--- config.mk ---
export PLATFORM = sky130hd
export DESIGN_NAME = sasm_top
export DESIGN_NICKNAME = d
export VERILOG_FILES = /design/src/include/sasm_pkg.sv /design/src/hdl/sasm_bitclk.sv /design/src/hdl/sasm_top.sv
export SDC_FILE = /design/constraint.sdc
export NUM_CORES = 1
export LEC_CHECK = 0
export BUFFER_PORTS_ARGS = -buffer_cell sky130_fd_sc_hd__buf_2
export CAP_MARGIN = 25
export CORE_AREA = 2 2 172 174
export DETAILED_ROUTE_END_ITERATION = 8
export DIE_AREA = 0 0 174 176
export PLACE_DENSITY = 0.51
export SETUP_SLACK_MARGIN = 0.3
export SKIP_LAST_GASP = 1
export SYNTH_ARGS = -nofsm -noshare
export SYNTH_HDL_FRONTEND = slang
export SYNTH_SLANG_ARGS = --single-unit
--- constraint.sdc ---
create_clock -name hclk -period 8 [get_ports hclk]
set_input_delay 1.6 -clock hclk [delete_from_list [all_inputs] [get_ports hclk]]
set_output_delay 1.6 -clock hclk [all_outputs]
set_load 0.05 [all_outputs]
--- src/include/sasm_pkg.sv ---
// ==========================================
// Stereo audio serial master constants
package sasm_pkg;
	// ==========================================
	// Register byte offsets
	localparam logic [7:0] ADDR_CTRL = 8'h00;
	localparam logic [7:0] ADDR_CLKDIV = 8'h04;
	localparam logic [7:0] ADDR_FMT = 8'h08;
	localparam logic [7:0] ADDR_TX = 8'h0C;
	localparam logic [7:0] ADDR_RX = 8'h10;
	localparam logic [7:0] ADDR_STAT = 8'h14;
	// ==========================================
	// Control fields
	localparam int CTRL_EN_BIT = 0;
	localparam int CTRL_START_BIT = 1;
	localparam int CTRL_MODE_LSB = 2;
	localparam int CTRL_WSINV_BIT = 4;
	localparam int CTRL_SCKCONT_BIT = 5;
	localparam int CTRL_IRQEN_BIT = 6;
	localparam logic [6:0] CTRL_RST = 7'h00;
	// Framing modes
	localparam logic [1:0] MODE_I2S = 2'h0;
	localparam logic [1:0] MODE_LJ = 2'h1;
	localparam logic [1:0] MODE_RJ = 2'h2;
	// ==========================================
	// Format fields
	localparam int FMT_ABITS_LSB = 0;
	localparam int FMT_PAD16_BIT = 5;
	localparam int FMT_XPAD_BIT = 6;
	localparam int FMT_XBITS_LSB = 8;
	localparam logic [12:0] FMT_RST = 13'h0010;
	localparam logic [5:0] AUDIO_MAX = 6'h10;
	localparam logic [5:0] XPAD_MAX = 6'h10;
	// ==========================================
	// Bit clock timing
	localparam int CLK_PERIOD_NS = 10;
	localparam int SCK_DEF_NS = 1000;
	localparam logic [6:0] DIV_RST = 7'(SCK_DEF_NS / CLK_PERIOD_NS);
	localparam logic [6:0] DIV_MIN = 7'h02;
	localparam logic [6:0] DIV_MASK = 7'h7E;
	// Frame states
	typedef enum logic [1:0] {S_IDLE, S_ARM, S_RUN} sasm_state_t;
endpackage : sasm_pkg

--- src/hdl/sasm_bitclk.sv ---
`timescale 1ns/1ps
// ==========================================
// Bit clock divider with edge pulses
module sasm_bitclk (
	input wire logic hclk, // System clock
	input wire logic hresetn, // Async reset, active low
	input wire logic ce, // Clock enable
	input wire logic run, // Clock runs while high
	input wire logic [5:0] half, // Half period in hclk cycles
	output logic sck_ff, // Bit clock level
	output logic rise_ff, // Pulse with sck rise
	output logic fall_ff // Pulse with sck fall
);
	logic [5:0] cnt_ff;
	wire wrap = (cnt_ff == half - 6'h01);
	// Stopped clock parks low so a gated frame starts clean
	always_ff @(posedge hclk or negedge hresetn) begin
		if (!hresetn) begin
			cnt_ff <= 6'h00;
			sck_ff <= 1'b0;
			rise_ff <= 1'b0;
			fall_ff <= 1'b0;
		end else if (ce) begin
			if (!run) begin
				cnt_ff <= 6'h00;
				sck_ff <= 1'b0;
				rise_ff <= 1'b0;
				fall_ff <= 1'b0;
			end else begin
				cnt_ff <= wrap ? 6'h00 : cnt_ff + 6'h01;
				sck_ff <= wrap ? ~sck_ff : sck_ff;
				rise_ff <= wrap & ~sck_ff;
				fall_ff <= wrap & sck_ff;
			end
		end
	end
endmodule : sasm_bitclk

--- src/hdl/sasm_top.sv ---
// Our own choices: the AHB-Lite register port and the register addresses.
`timescale 1ns/1ps
// Notes on behaviour
// - Master of four-wire link: data in, data out, word select, bit clock.
// - Word select high for right, low for left; polarity bit swaps them.
// - Bit clock divided from the system clock by a programmable divisor.
// - Shift out and sample in during the same bit clock cycles.
// - Up to 16 audio bits; optional zero fill up to 16.
// - Slot may grow to 32 bits with enabled zero padding beyond 16.
// - Left slot first, then right; audio bits MSB first.
// - Both slots always sent; unused slot carries what software loads.
// - I2S word select idles right, drops before left, rises before right.
// - I2S MSB one bit clock after the word select edge; padding after.
// - Left-justified idles right level, toggles at each slot start.
// - Left-justified MSB in the same cycle as the word select edge.
// - Right-justified idles left, toggles around right channel data.
// - Right-justified padding precedes audio; right MSB on the edge.
// - Divisor even, 2 to 126; default gives a 1 MHz bit clock.
// - Bit clock runs continuously or only during frames.
// - Interrupt pulse after each completed frame when enabled.
module sasm_top (
	input wire logic hclk, // System clock
	input wire logic hresetn, // Async reset, active low
	input wire logic ce, // Clock enable, freezes all
	input wire logic hsel, // Slave select
	input wire logic [31:0] haddr, // Byte address
	input wire logic [1:0] htrans, // Transfer type
	input wire logic hwrite, // Write when high
	input wire logic [2:0] hsize, // Transfer size
	input wire logic [31:0] hwdata, // Write data
	input wire logic hready, // Bus ready
	output logic [31:0] hrdata, // Read data
	output logic hreadyout, // Slave ready
	output logic hresp, // Response, always OKAY
	output logic sck, // Bit clock pin
	output logic word_sel, // Word select pin
	output logic serial_audio_out, // Serial data out
	input wire logic serial_audio_in, // Serial data in, async
	output logic irq // Frame done pulse
);
	import sasm_pkg::*;
	// ==========================================
	// Registers
	logic [6:0] ctrl_ff;
	logic [6:0] div_ff;
	logic [12:0] fmt_ff;
	logic [31:0] tx_ff;
	logic [31:0] rx_ff;
	logic [31:0] hrdata_ff;
	logic ph_wr_ff;
	logic [7:0] ph_addr_ff;
	logic busy_ff;
	logic irq_ff;
	logic ws_ff;
	logic sdo_ff;
	logic sdi_s1_ff;
	logic sdi_s2_ff;
	logic [6:0] pos_ff;
	sasm_state_t st_ff;
	logic sck_i;
	logic rise_i;
	logic fall_i;
	// ==========================================
	// Configuration decode
	wire [1:0] mode = ctrl_ff[CTRL_MODE_LSB +: 2];
	wire is_i2s = (mode == MODE_I2S);
	wire is_rj = (mode == MODE_RJ);
	wire ws_inv = ctrl_ff[CTRL_WSINV_BIT];
	wire sck_cont = ctrl_ff[CTRL_SCKCONT_BIT];
	wire pad16 = fmt_ff[FMT_PAD16_BIT];
	wire xpad = fmt_ff[FMT_XPAD_BIT];
	wire [5:0] abits_raw = {1'b0, fmt_ff[FMT_ABITS_LSB +: 5]};
	wire [5:0] xbits_raw = {1'b0, fmt_ff[FMT_XBITS_LSB +: 5]};
	// Out of range sizes fall back to the maximum
	wire [5:0] abits = (abits_raw == 6'h00 || abits_raw > AUDIO_MAX) ?
		AUDIO_MAX : abits_raw;
	wire [5:0] xbits = (xbits_raw > XPAD_MAX) ? XPAD_MAX : xbits_raw;
	// Extra padding only stacks on top of a full 16 bit slot
	wire [5:0] slot = ((pad16 | xpad) ? AUDIO_MAX : abits) +
		(xpad ? xbits : 6'h00);
	wire [5:0] lead = is_i2s ? 6'h01 : 6'h00;
	wire [6:0] frame_len = {slot, 1'b0} + {1'b0, lead};
	wire [6:0] last_pos = frame_len - 7'h01;
	// Idle word select: right for I2S and left-justified, left for RJ
	wire ws_idle = (is_rj ? 1'b0 : 1'b1) ^ ws_inv;
	// ==========================================
	// Per bit position framing: {ws_right, audio, right, idx}
	function automatic logic [6:0] slot_map(input logic [6:0] p);
		logic [5:0] q;
		logic rgt;
		logic [5:0] k;
		logic aud;
		logic [5:0] idx;
		logic wsr;
		q = 6'(p - {1'b0, lead});
		rgt = (q >= slot);
		k = rgt ? q - slot : q;
		if (is_rj) begin
			aud = (k >= slot - abits);
			idx = slot - 6'h01 - k;
			wsr = rgt & aud;
		end else begin
			aud = (k < abits);
			idx = abits - 6'h01 - k;
			wsr = is_i2s ? (p >= slot) : rgt;
		end
		slot_map = {wsr, aud, rgt, idx[3:0]};
	endfunction : slot_map
	// Next position to present and the one on the pins now
	wire [6:0] vpos = (st_ff == S_ARM) ? 7'h00 : pos_ff + 7'h01;
	wire [6:0] vmap = slot_map(vpos);
	wire [6:0] cmap = slot_map(pos_ff);
	wire [3:0] vbit = vmap[3:0];
	wire v_aud = vmap[5];
	wire v_rgt = vmap[4];
	wire [4:0] v_sel = {v_rgt, vbit};
	wire v_tx = v_aud & tx_ff[v_sel];
	wire c_aud = cmap[5];
	wire [4:0] c_sel = {cmap[4], cmap[3:0]};
	// ==========================================
	// Bus decode
	wire ap_go = hsel & htrans[1] & hready;
	wire wr_ctrl = ph_wr_ff && ph_addr_ff == ADDR_CTRL;
	wire wr_div = ph_wr_ff && ph_addr_ff == ADDR_CLKDIV;
	wire wr_fmt = ph_wr_ff && ph_addr_ff == ADDR_FMT;
	wire wr_tx = ph_wr_ff && ph_addr_ff == ADDR_TX;
	wire [7:0] ra = haddr[7:0];
	// Unmapped addresses read zero
	wire [31:0] rd_word = (ra == ADDR_CTRL) ? {25'h0, ctrl_ff} :
		(ra == ADDR_CLKDIV) ? {25'h0, div_ff} :
		(ra == ADDR_FMT) ? {19'h0, fmt_ff} :
		(ra == ADDR_TX) ? tx_ff :
		(ra == ADDR_RX) ? rx_ff :
		(ra == ADDR_STAT) ? {31'h0, busy_ff} : 32'h0;
	// Start only when enabled and no frame is under way
	wire start = wr_ctrl & hwdata[CTRL_START_BIT] &
		hwdata[CTRL_EN_BIT] & (st_ff == S_IDLE);
	// Odd divisors round down to even; below two clamps to two
	wire [6:0] div_even = hwdata[6:0] & DIV_MASK;
	wire [6:0] nxt_div = (div_even < DIV_MIN) ? DIV_MIN : div_even;
	// ==========================================
	// Frame sequencer events
	wire clk_run = sck_cont | (st_ff == S_RUN);
	wire present = (st_ff == S_ARM) ? (sck_cont ? fall_i : 1'b1) :
		((st_ff == S_RUN) & fall_i);
	wire smp = (st_ff == S_RUN) & rise_i;
	wire done = smp & (pos_ff == last_pos);
	// ==========================================
	// Bit clock generator
	sasm_bitclk u_bitclk (
		.hclk(hclk),
		.hresetn(hresetn),
		.ce(ce),
		.run(clk_run),
		.half(div_ff[6:1]),
		.sck_ff(sck_i),
		.rise_ff(rise_i),
		.fall_ff(fall_i)
	);
	// ==========================================
	// Bus address phase and read data
	always_ff @(posedge hclk or negedge hresetn) begin
		if (!hresetn) begin
			ph_wr_ff <= 1'b0;
			ph_addr_ff <= 8'h00;
			hrdata_ff <= 32'h0;
		end else if (ce) begin
			ph_wr_ff <= ap_go & hwrite;
			ph_addr_ff <= ra;
			hrdata_ff <= (ap_go & ~hwrite) ? rd_word : hrdata_ff;
		end
	end
	// Software registers; start bit is never stored
	always_ff @(posedge hclk or negedge hresetn) begin
		if (!hresetn) begin
			ctrl_ff <= CTRL_RST;
			div_ff <= DIV_RST;
			fmt_ff <= FMT_RST;
			tx_ff <= 32'h0;
		end else if (ce) begin
			if (wr_ctrl) ctrl_ff <= hwdata[6:0] & 7'h7D;
			if (wr_div) div_ff <= nxt_div;
			if (wr_fmt) fmt_ff <= hwdata[12:0] & 13'h1F7F;
			if (wr_tx) tx_ff <= hwdata;
		end
	end
	// ==========================================
	// Input pin synchroniser
	always_ff @(posedge hclk or negedge hresetn) begin
		if (!hresetn) begin
			sdi_s1_ff <= 1'b0;
			sdi_s2_ff <= 1'b0;
		end else if (ce) begin
			sdi_s1_ff <= serial_audio_in;
			sdi_s2_ff <= sdi_s1_ff;
		end
	end
	// ==========================================
	// Frame state machine
	always_ff @(posedge hclk or negedge hresetn) begin
		if (!hresetn) begin
			st_ff <= S_IDLE;
			busy_ff <= 1'b0;
			pos_ff <= 7'h00;
		end else if (ce) begin
			case (st_ff)
				S_IDLE: begin
					if (start) begin
						st_ff <= S_ARM;
						busy_ff <= 1'b1;
					end
				end
				S_ARM: begin
					if (present) begin
						st_ff <= S_RUN;
						pos_ff <= 7'h00;
					end
				end
				S_RUN: begin
					if (done) begin
						st_ff <= S_IDLE;
						busy_ff <= 1'b0;
					end else if (present) begin
						pos_ff <= vpos;
					end
				end
				default: st_ff <= S_IDLE;
			endcase
		end
	end
	// ==========================================
	// Pin drive: data and word select change on sck fall, the first bit of a gated frame at start; idle levels return at the last sck rise
	always_ff @(posedge hclk or negedge hresetn) begin
		if (!hresetn) begin
			ws_ff <= 1'b1;
			sdo_ff <= 1'b0;
		end else if (ce) begin
			if (present) begin
				ws_ff <= vmap[6] ^ ws_inv;
				sdo_ff <= v_tx;
			end else if (st_ff == S_IDLE || done) begin
				ws_ff <= ws_idle;
				sdo_ff <= 1'b0;
			end
		end
	end
	// ==========================================
	// Receive capture on sck rise; padding bits dropped
	always_ff @(posedge hclk or negedge hresetn) begin
		if (!hresetn) begin
			rx_ff <= 32'h0;
		end else if (ce) begin
			if (start) rx_ff <= 32'h0;
			else if (smp && c_aud) rx_ff[c_sel] <= sdi_s2_ff;
		end
	end
	// Interrupt pulse at frame end
	always_ff @(posedge hclk or negedge hresetn) begin
		if (!hresetn) begin
			irq_ff <= 1'b0;
		end else if (ce) begin
			irq_ff <= done & ctrl_ff[CTRL_IRQEN_BIT];
		end
	end
	// ==========================================
	// Outputs
	assign hrdata = hrdata_ff;
	assign hreadyout = 1'b1;
	assign hresp = 1'b0;
	assign sck = sck_i;
	assign word_sel = ws_ff;
	assign serial_audio_out = sdo_ff;
	assign irq = irq_ff;
endmodule : sasm_top

== Yosys cells after proc, flatten, opt, wreduce, memory -nomap -nowiden ==
Cells that the tools add are included.
Word-level totals
  register bits: 154
  bits in latches: 0
  memory bits (writable): 0
  bits in read-only memories: 0
  input bits: 76
  output and inout bits: 38
  word-level logic and storage cells: 170
  memories: 0
Operators by class
  $add $sub $neg: 17
  $mul: 0
  div/mod/pow operators: 0
  magnitude comparators: 13
  equal/unequal tests: 19
  shifts and indexed selects: 0
  muxes and demuxes: 52
  bitwise operators: 21
  reductions and logical operators: 28
Operators by type and width (count)
  2-to-1 mux 32 bit: 7
  2-to-1 mux 7 bit: 5
  bitwise mux 32 bit: 1
  equality test 8 x 4 -> 1 bit, second input constant: 4
  >= comparator 6 bit: 4
  2-to-1 mux 6 bit: 4
  2-to-1 mux 1 bit: 21
  2-to-1 mux 5 bit: 4
  equality test 8 x 3 -> 1 bit, second input constant: 2
  equality test 8 x 5 -> 1 bit, second input constant: 2
  logical NOT 8 bit: 2
  AND reduction 2 bit: 8
  subtractor 4 bit: 4
  bitwise AND 1 bit: 15
  case mux 7 bit (2 select lines): 1
  < comparator 5 x 6 -> 1 bit, second input constant: 2
  < comparator 6 x 5 -> 1 bit: 2
  != test 2 bit, second input constant: 6
  subtractor 6 x 1 -> 6 bit: 2
  subtractor 6 bit: 2
  > comparator 5 bit, second input constant: 2
  2-to-1 mux 4 bit: 2
  AND reduction 4 bit: 2
  nonzero test 2 bit: 4
  28 further kinds: 42

== Longest topological paths before layout ==
Gate-level depths: netlist of run 1.
  depth in word-level cells: 16
  depth in mapped cells: 28
  depth with buffers taken out: 26

== Cells and area by module ==
A second synthesis of run 1 with hierarchy kept.
Unflattened totals
  cells, all modules: 990
  area, all modules: 10014.6 µm²
By module, submodules not included
  sasm_top: times used 1, cells each 923, area an instance 9395.3 µm², seq. area each 3609.7 µm²
  sasm_bitclk: times used 1, cells each 67, area an instance 619.3 µm², seq. area each 225.2 µm²

== Worst setup path before layout of run 1 ==
Ideal clock, no wire load.
  path type: reg-to-reg
  start: reg fmt_ff[0]
  end: reg rx_ff[4]
  setup time: 0.078 ns
  arrival: 6.272 ns
  required time: 7.922 ns
  path slack: 1.650 ns
  stages on the path, launching flop included: 28
  path buffers: 2
  cell sequence: dfrtp_1 or4_1 ha_1 nand2b_1 nor3_1 ha_1 fa_1 inv_1 fa_1 a21o_1 nand2_1 nor4b_1 o311ai_2 and2_0 clkbuf_1 mux2i_1 inv_1 ha_1 nand2b_1 a21o_1 a21o_1 a21o_1 a211oi_1 a21oi_1 a31oi_1 clkbuf_2 o21ai_0 a21oi_1
Between the ends
  cells in the longest elaborated chain, start to end: 16
  elaborated cells between the ends (all ways): 29
  classes of those cells: 7 x add/sub; 6 x order compare; 10 x mux; 6 x reduce/logical
Ends and longest elaborated chain
  start, declared: line sasm_top.sv:46  | logic [12:0] fmt_ff;
  start signal, assigned: line sasm_top.sv:183  | if (wr_fmt) fmt_ff <= hwdata[12:0] & 13'h1F7F;
  > comparator 5 bit / logical NOT 6 bit (equally long branches): line sasm_top.sv:75  | wire [5:0] abits = (abits_raw == 6'h00 || abits_raw > AUDIO_MAX) ?
  logical OR 1 bit: line sasm_top.sv:75
  2-to-1 mux 5 bit *: line sasm_top.sv:75
  2-to-1 mux 5 bit: line sasm_top.sv:79  | wire [5:0] slot = ((pad16 | xpad) ? AUDIO_MAX : abits) +
  adder 5 x 5 -> 6 bit: line sasm_top.sv:79
  subtractor 6 bit / >= comparator 6 bit (equally long branches): line sasm_top.sv:97, sasm_top.sv:96
  2-to-1 mux 6 bit: line sasm_top.sv:97  | k = rgt ? q - slot : q;
  subtractor 4 bit, on equally long branches: line sasm_top.sv:104, sasm_top.sv:100
  2-to-1 mux 4 bit: line sasm_top.sv:98  | if (is_rj) begin
  < comparator 5 x 6 -> 1 bit (implied by the code) / >= comparator 5 x 1 -> 1 bit (equally long branches): line sasm_top.sv:254  | else if (smp && c_aud) rx_ff[c_sel] <= sdi_s2_ff;
  logical AND 1 bit (implied by the code): line sasm_top.sv:254
  2-to-1 mux 1 bit (implied by the code): line sasm_top.sv:254
  demux 1 bit (select 5 bit): line sasm_top.sv:254
  bitwise mux 32 bit: line sasm_top.sv:254
  2-to-1 mux 32 bit: line sasm_top.sv:254
  2-to-1 mux 32 bit: line sasm_top.sv:253  | if (start) rx_ff <= 32'h0;
  end signal, assigned by index: line sasm_top.sv:254
  end, declared: line sasm_top.sv:48  | logic [31:0] rx_ff;
Mark *: on every way between the ends. The rest lies on a longest branch, timed or not. The select of a mux whose other input is x is not followed.
A chain may end at the register's enable or synchronous reset.

== Worst setup path in the final report of run 1 ==
  start: reg fmt_ff[0]
  end: reg rx_ff[31]
The elaborated chain is that of the path after synthesis.

==> results of run 1 <==
## cells in the final DEF, fill, tap and decap left out, drive strengths merged, types with 4 or more instances in the layout
cell type and n:
dfrtp 148, nand2 107, buf 105, o21ai 82, mux2 73, ha 61
inv 60, a21oi 47, nor2 43, nand3 33, mux2i 31, xnor2 31
a21o 24, a22oi 23, xor2 20, clkbuf 19, nor3 18, nand2b 17
nand4 15, and2 11, nor3b 11, nor2b 8, mux4 8, o211ai 7
nor4 7, or3 6, fa 6, o31ai 6, a31oi 5, a211oi 5
xnor3 5, nand3b 5, dfstp 5, o22ai 4, clkinv 4
## worst max-delay path: cells and delay by family (launching register included)
kind | cells | cell delay [ns]
fa+ha+maj | 5 | 2.04
compound gates | 8 | 1.96
simple gates | 8 | 1.67
mux | 2 | 0.60
flops | 1 | 0.41
buf+inv | 2 | 0.38
## path summary, 6_finish.rpt
check                      startpoint                 end  slack, ns  depth (start not counted)
max in group asynchronous     hresetn           tx_ff[23]       5.38                          2
min in group asynchronous     hresetn  u_bitclk.cnt_ff[4]       1.26                          1
setup / recovery            fmt_ff[0]           rx_ff[31]       0.87                         25
setup reg to reg            fmt_ff[0]           rx_ff[31]       0.87                         25
hold / removal             hrdata[17]          hrdata[17]       0.47                          2
hold reg to reg            hrdata[17]          hrdata[17]       0.47                          2
## cell type report
cell class,instances,area [um2]
Inverter,53,199
Sequential cell,153,3830
Timing Repair Buffer,105,594
Tap cell,384,480
Clock inverter,13,106
Clock buffer,19,443
Multi-Input combinational cell,762,5710
Fill cell,2917,17200
## sequential cells by signal (all words and copies together), names as in the netlist
| signal | cells |
|---|---|
| fmt_ff | 12 |
| u_bitclk.rise_ff | 1 |
| ctrl_ff | 6 |
| busy_ff | 1 |
| u_bitclk.fall_ff | 1 |
| st_ff | 2 |
| pos_ff | 7 |
| div_ff | 6 |
| word_sel | 1 |
| serial_audio_out | 1 |
| ph_addr_ff | 8 |
| hrdata | 32 |
| u_bitclk.cnt_ff | 6 |
| ph_wr_ff | 1 |
| irq | 1 |
| rx_ff | 32 |
| u_bitclk.sck_ff | 1 |
| tx_ff | 32 |
| sdi_s1_ff | 1 |
| sdi_s2_ff | 1 |
## per-layer routing
| metal | global-route usage [%] | up-vias | wire, um |
|---|---|---|---|
| li1 | - | 3819 | - |
| met1 | 27.3 | 3906 | 13900 |
| met2 | 29.2 | 158 | 12400 |
| met3 | 2.95 | 18 | 1070 |
| met4 | 3.71 | 0 | 262 |
| met5 | 0 | - | 0 |
## cell families (layout without fill, tap and decap cells)
kind of cell / count (synthesis) / count (layout) / share of synthesized area (%)
AND/OR/NAND/NOR: 295 / 295 / 14.9
AO/OA/AOI/OAI: 229 / 229 / 14.4
flip-flops: 153 / 153 / 38.4
multiplexers: 112 / 112 / 13.2
buffers and inverters: 107 / 190 / 4.37
adder cells (fa/ha/maj): 68 / 68 / 8.96
XOR/XNOR: 56 / 56 / 5.68
other: 2 / 2 / 0.0753
## power by group through the flow
stage | Combinational, W | Sequential (W) | Clock, W
finish | 0.000683 | 0.000806 | 0.000768
global route | 0.000765 | 0.000809 | 0.000821
CTS | 0.000685 | 0.000806 | 0.000788
detailed placement | 0.000679 | 0.000820 | 0
global placement | 0.000675 | 0.000820 | 0
floorplan | 0.000466 | 0.000822 | 0
## through the flow
stage                     utilization [%]  cell area [um2]  hold WS, ns  setup slack (ns)  instances
after global placement               37.9            10800        0.459             0.952       1456
after detailed placement             37.9            10800        0.465             0.920       1457
after CTS                            39.8            11400        0.481             0.876       1489
final                                39.8            11400        0.471             0.867       1489
after global routing                 39.8            11400        0.501             0.430       1489
after floorplan                         -             9970        0.463              1.65       1022
==> results.txt, run 1 <==
----------------------------------------------------
[STA]
  Worst Tran Pin Value ... 0.910 ns
  Number of hold-slack violations in the final timing report ... 0
  Setup TNS ... 0 ns
  Final worst path period share ... 89.2%
  Clock tree skew after final layout ... 0.0137 ns
  Slew HR ... 38.9%
  Setup repair after global routing missed its margin ... false
  Final number of max-transition violations ... 0
  Final Critical Period ... 7.13 ns
  Fmax ... 0.140 GHz
  Final setup violation count ... 0

[Critical path]
  Critical path capture point type ... flip-flop
  Critical path class ... flip-flop to flip-flop
  Maximum net fanout on the critical path ... 23
  Most common cell on crit path ... sky130_fd_sc_hd__a21o_1
  Data required time at the worst endpoint ... 8.35 ns
  Peak per-stage delay on the critical path ... 0.71 ns
  Crit start category ... flip-flop
  Arrival time of the worst setup path ... 7.48 ns
  Slowest stage cell on the critical path ... sky130_fd_sc_hd__fa_1

[Route]
  Via-per-instance ratio ... 5.31
  Number of remaining DRC errors ... 0
  Routed wire length per instance ... 18.6 um
  Number of vias after detailed routing ... 7901
  Iteration-0 DRC count of the detailed router ... 424
  First-pass iteration count of the detailed router ... 5
  Number of nets with antenna violations after routing ... 0
  Final routed wirelength across all metal layers ... 27700 um

[Clock tree]
  Clock tree from TritonCTS ... built
  Clock latency on the worst-skew pair ... 0.43 ns
  Post-CTS setup buffers ... 0
  CTS clock-pin slew for the worst setup and hold paths ... 0.07 ns
  CTS Hold Bufs ... 0
  Number of levels in the clock H-tree ... 4
  Number of sinks driven by the clock tree ... 153
  Post-cts repair resize count ... 0
  CTS Buffer Depth ... 2
  TritonCTS Buffers ... 17
  Clock root buffer ... sky130_fd_sc_hd__clkbuf_16

[Global route]
  Largest net degree at the start of global routing ... 95
  Antenna violations before repair ... 0
  Via count of the first global-routing pass ... 7915
  GRT Overall Usage ... 18.6%
  Total global routing overflow ... 0
  First-pass GRT wire length ... 45200 um

[Flow run]
  Max-cap viol count ... 0

[Synth]
  Synth cell types ... 73
  Gate count of the mapped netlist ... 1022
  Top cells by area, synth ... sky130_fd_sc_hd__dfrtp_1 37%, sky130_fd_sc_hd__mux2_2 8.2%, sky130_fd_sc_hd__ha_1 7.7%
  Area of the mapped netlist ... 0.00997 mm2
  Most instantiated cells after synthesis ... 148 x sky130_fd_sc_hd__dfrtp_1, 107 x sky130_fd_sc_hd__nand2_1, 81 x sky130_fd_sc_hd__o21ai_0
  Post-Synthesis Mean Instance Area ... 9.76 um2
  Yosys warnings ... 0
  Total nets after synthesis ... 1165
  Synth area leader ... sky130_fd_sc_hd__dfrtp_1
  Share of the yosys chip area belonging to registers ... 38.4%
  EDFF count, synth ... 0
  Post-synth top area share ... 37.1%
  Most frequently used cell type in the post-synthesis netlist ... sky130_fd_sc_hd__dfrtp_1
  #FFs+latches synth ... 153
  Dominant register cell in the synthesized netlist ... sky130_fd_sc_hd__dfrtp_1
  Share of flip-flops with an asynchronous set or reset ... 100%

[Power]
  Reg power frac ... 35.7%
  Cell Pwr Density ... 198 mW/mm2
  Share of total power consumed by net switching ... 34.6%
  LEAKAGE ... 5.30 nW
  Portion of total power attributed to combinational logic ... 30.2%
  Internal power ... 0.00148 W
  Total design power ... 0.00226 W
  Switching power ... 0.000780 W
  Largest voltage drop on the vdd net ... 0.000146 V
  Clock Power Share ... 34.0%

[Finish]
  Share of layout cells above drive strength 1 ... 21.4%
  Antenna Diode Count ... 0
  Synth-to-layout area growth ... 14.0%
  Final Net Count ... 1235

[Place]
  Count of buffers inserted at the top-level ports ... 83
  RePlAce Congestion ... 0.833
  Total half-perimeter wirelength after legalization and detailed placement ... 20500 um

[Min path]
  Hold/Removal Path Class ... flip-flop to flip-flop

[Floorplanning]
  Site row count ... 62
  Boundary Pins ... 114
  Die height ... 176 um
  X dimension of the die ... 174 um
  Total core area ... 0.0285 mm2
  Initial core utilization ... 34.9%
  Total die area ... 0.0306 mm2

[Outcome]
  Run status ... finished, final reports clean

----------------------------------------------------
Note: power is estimated with default switching activity, not from simulation.
==> run 2: changes to the inputs <==
==> constraint.sdc (replaced) <==
create_clock -name hclk -period 8.3 [get_ports hclk]
set_input_delay 1.66 -clock hclk [delete_from_list [all_inputs] [get_ports hclk]]
set_output_delay 1.66 -clock hclk [all_outputs]
set_load 0.05 [all_outputs]
==> run 2 against run 1 <==
  * Routed wire length is 0.83% lower
  * Via count is 0.43% lower
  * Core utilization is 0.12 points higher
  * Clock skew is 0.00079 ns higher
  * Sequential power is 3.6% lower
  * Sequential share of layout area is 0.10 points lower
  * Hold slack better by 0.0011 ns
  * Setup slack better by 0.045 ns
  * Register-to-register slack better by 0.05 ns
  * Global-route usage is 0.12 points lower
==> results.txt, run 2 (synthesis results as in run 1) <==
----------------------------------------------------
[Outcome]
  Run status ... finished, final reports clean

[Power]
  Switching power ... 0.000739 W
  LEAKAGE ... 5.31 nW
  Reg power frac ... 34.8%
  Cell Pwr Density ... 196 mW/mm2
  Share of total power consumed by net switching ... 33.1%
  Internal power ... 0.00149 W
  Largest voltage drop on the vdd net ... 0.000125 V
  Clock Power Share ... 36.7%
  Portion of total power attributed to combinational logic ... 28.5%

[Finish]
  Antenna Diode Count ... 0
  Filler cell count ... 2909
  Final Net Count ... 1231
  Highest-count cells in the layout ignoring fill and taps ... 148 x sky130_fd_sc_hd__dfrtp_1, 107 x sky130_fd_sc_hd__nand2_1, 82 x sky130_fd_sc_hd__buf_2
  Non-filler instance count after layout ... 1485
  Most common library cell in the layout ignoring fill and taps ... sky130_fd_sc_hd__dfrtp_1
  Synth-to-layout area growth ... 14.4%
  Share of layout cells above drive strength 1 ... 21.2%

[STA]
  Clock tree skew after final layout ... 0.0145 ns
  Final Critical Period ... 7.39 ns
  Number of hold-slack violations in the final timing report ... 0
  Setup repair after global routing missed its margin ... false
  Final worst path period share ... 89.0%
  Worst Tran Pin Value ... 0.916 ns
  Setup TNS ... 0 ns
  Final number of max-transition violations ... 0
  Slew HR ... 38.9%
  Final setup violation count ... 0
  Fmax ... 0.135 GHz

[Flow run]
  Max-cap viol count ... 0

[Clock tree]
  Post-CTS setup buffers ... 0
  Number of sinks driven by the clock tree ... 153
  Clock root buffer ... sky130_fd_sc_hd__clkbuf_16
  CTS clock-pin slew for the worst setup and hold paths ... 0.07 ns
  TritonCTS Buffers ... 17
  Clock latency on the worst-skew pair ... 0.43 ns
  Post-cts repair resize count ... 0
  CTS Hold Bufs ... 0
  Clock tree from TritonCTS ... built
  CTS Buffer Depth ... 2
  Number of levels in the clock H-tree ... 4

[Floorplanning]
  Die height ... 176 um
  Total die area ... 0.0306 mm2
  Site row count ... 62
  Total core area ... 0.0285 mm2
  X dimension of the die ... 174 um
  Boundary Pins ... 114
  Initial core utilization ... 34.9%

[Critical path]
  Count of buffer and inverter cells on the critical path ... 2
  Slowest stage cell on the critical path ... sky130_fd_sc_hd__fa_1
  Maximum net fanout on the critical path ... 23
  Data required time at the worst endpoint ... 8.65 ns
  Depth of the worst register-to-register path ... 25
  Most common cell on crit path ... sky130_fd_sc_hd__a21o_1
  Crit start category ... flip-flop
  Number of gates on the worst path with buffers counted ... 25
  Critical path capture point type ... flip-flop
  Critical path class ... flip-flop to flip-flop
  Worst path top cell family by delay ... adder cells
  Arrival time of the worst setup path ... 7.74 ns
  Peak per-stage delay on the critical path ... 0.72 ns

[Global route]
  First-pass GRT wire length ... 44900 um
  Total global routing overflow ... 0
  GRT Overall Usage ... 18.5%
  Antenna violations before repair ... 0
  Largest net degree at the start of global routing ... 86
  Via count of the first global-routing pass ... 8013

[Place]
  Count of buffers inserted at the top-level ports ... 83
  Total half-perimeter wirelength after legalization and detailed placement ... 20300 um
  RePlAce Congestion ... 0.845
  Instance count after placement with tap cells included ... 1453

[Min path]
  Cell count of the worst hold path ... 2
  Hold/Removal Path Class ... flip-flop to flip-flop

[Route]
  Final routed wirelength across all metal layers ... 27400 um
  Via-per-instance ratio ... 5.30
  Number of remaining DRC errors ... 0
  Number of nets with antenna violations after routing ... 0
  First-pass iteration count of the detailed router ... 5
  Number of vias after detailed routing ... 7867
  Routed wire length per instance ... 18.5 um
  Iteration-0 DRC count of the detailed router ... 456

----------------------------------------------------
## run 2: changes by cell type in the layout (fill, tap and decap cells not counted), sizes merged
cell / change
buf: -4
clkbuf: -2
inv: -1
bufinv: +3
## run 2: final cells by class
class	count	area, um2	area share [%]
inverter	53	199	1.74
clock inverter	15	189	1.66
tap	384	480	4.21
clock buffer	17	425	3.73
sequential	153	3830	33.6
multi-input combinational	762	5710	50.1
timing repair buffer	101	564	4.95
## run 2: worst register-to-register path: stages, from the launching register on
cell	delay, ns
sky130_fd_sc_hd__dfrtp_1	0.42
sky130_fd_sc_hd__or4_1	0.52
sky130_fd_sc_hd__ha_1	0.29
sky130_fd_sc_hd__nand2b_1	0.26
sky130_fd_sc_hd__nor3_1	0.09
sky130_fd_sc_hd__ha_1	0.24
sky130_fd_sc_hd__fa_1	0.72
sky130_fd_sc_hd__inv_1	0.30
sky130_fd_sc_hd__fa_1	0.51
sky130_fd_sc_hd__a21o_1	0.17
sky130_fd_sc_hd__nand2_1	0.10
sky130_fd_sc_hd__nor4b_1	0.07
sky130_fd_sc_hd__o311ai_2	0.41
sky130_fd_sc_hd__and2_0	0.41
sky130_fd_sc_hd__mux2i_1	0.40
sky130_fd_sc_hd__inv_1	0.09
sky130_fd_sc_hd__ha_1	0.29
sky130_fd_sc_hd__nand2b_1	0.14
sky130_fd_sc_hd__a21o_1	0.17
sky130_fd_sc_hd__a21o_1	0.18
sky130_fd_sc_hd__a21o_1	0.18
sky130_fd_sc_hd__a211oi_1	0.32
sky130_fd_sc_hd__a21oi_1	0.14
sky130_fd_sc_hd__a31o_2	0.42
sky130_fd_sc_hd__nand4_1	0.23
sky130_fd_sc_hd__mux2i_1	0.21
## run 2: metal layers
metal / routed length (um) / vias to the layer above / GRT usage [%]
met5: 0 / - / 0
met4: 342 / 0 / 4.69
met3: 1230 / 22 / 3.36
met2: 12300 / 188 / 28.9
met1: 13600 / 3856 / 26.6
li1: - / 3801 / -
## run 2: worst paths after layout
kind	slack, ns	to	start
setup / recovery	0.91	rx_ff[7]	fmt_ff[1]
hold / removal	0.47	hrdata[17]	hrdata[17]
setup reg to reg	0.91	rx_ff[7]	fmt_ff[1]
hold reg to reg	0.47	hrdata[17]	hrdata[17]
max in group asynchronous	5.56	ctrl_ff[5]	hresetn
min in group asynchronous	1.29	u_bitclk.cnt_ff[3]	hresetn
## run 2: power groups by stage
stage | registers, W | logic [W] | clock network, W
after global routing | 0.000779 | 0.000718 | 0.000872
final | 0.000777 | 0.000636 | 0.000820
after global placement | 0.000791 | 0.000636 | 0
after detailed placement | 0.000791 | 0.000639 | 0
after floorplan | 0.000792 | 0.000449 | 0
after CTS | 0.000777 | 0.000644 | 0.000841
## run 2: through the flow
stage	instance area [um2]	total power, W	util [%]	worst slack [ns]	hold WS (ns)
final	11400	0.00223	40.0	0.912	0.472
after global routing	11400	0.00237	40.0	0.477	0.508
after CTS	11400	0.00226	40.0	0.973	0.482
after detailed placement	10800	0.00143	37.8	0.988	0.463
after global placement	10800	0.00143	37.8	1.08	0.460
after floorplan	9970	0.00124	-	1.95	0.463
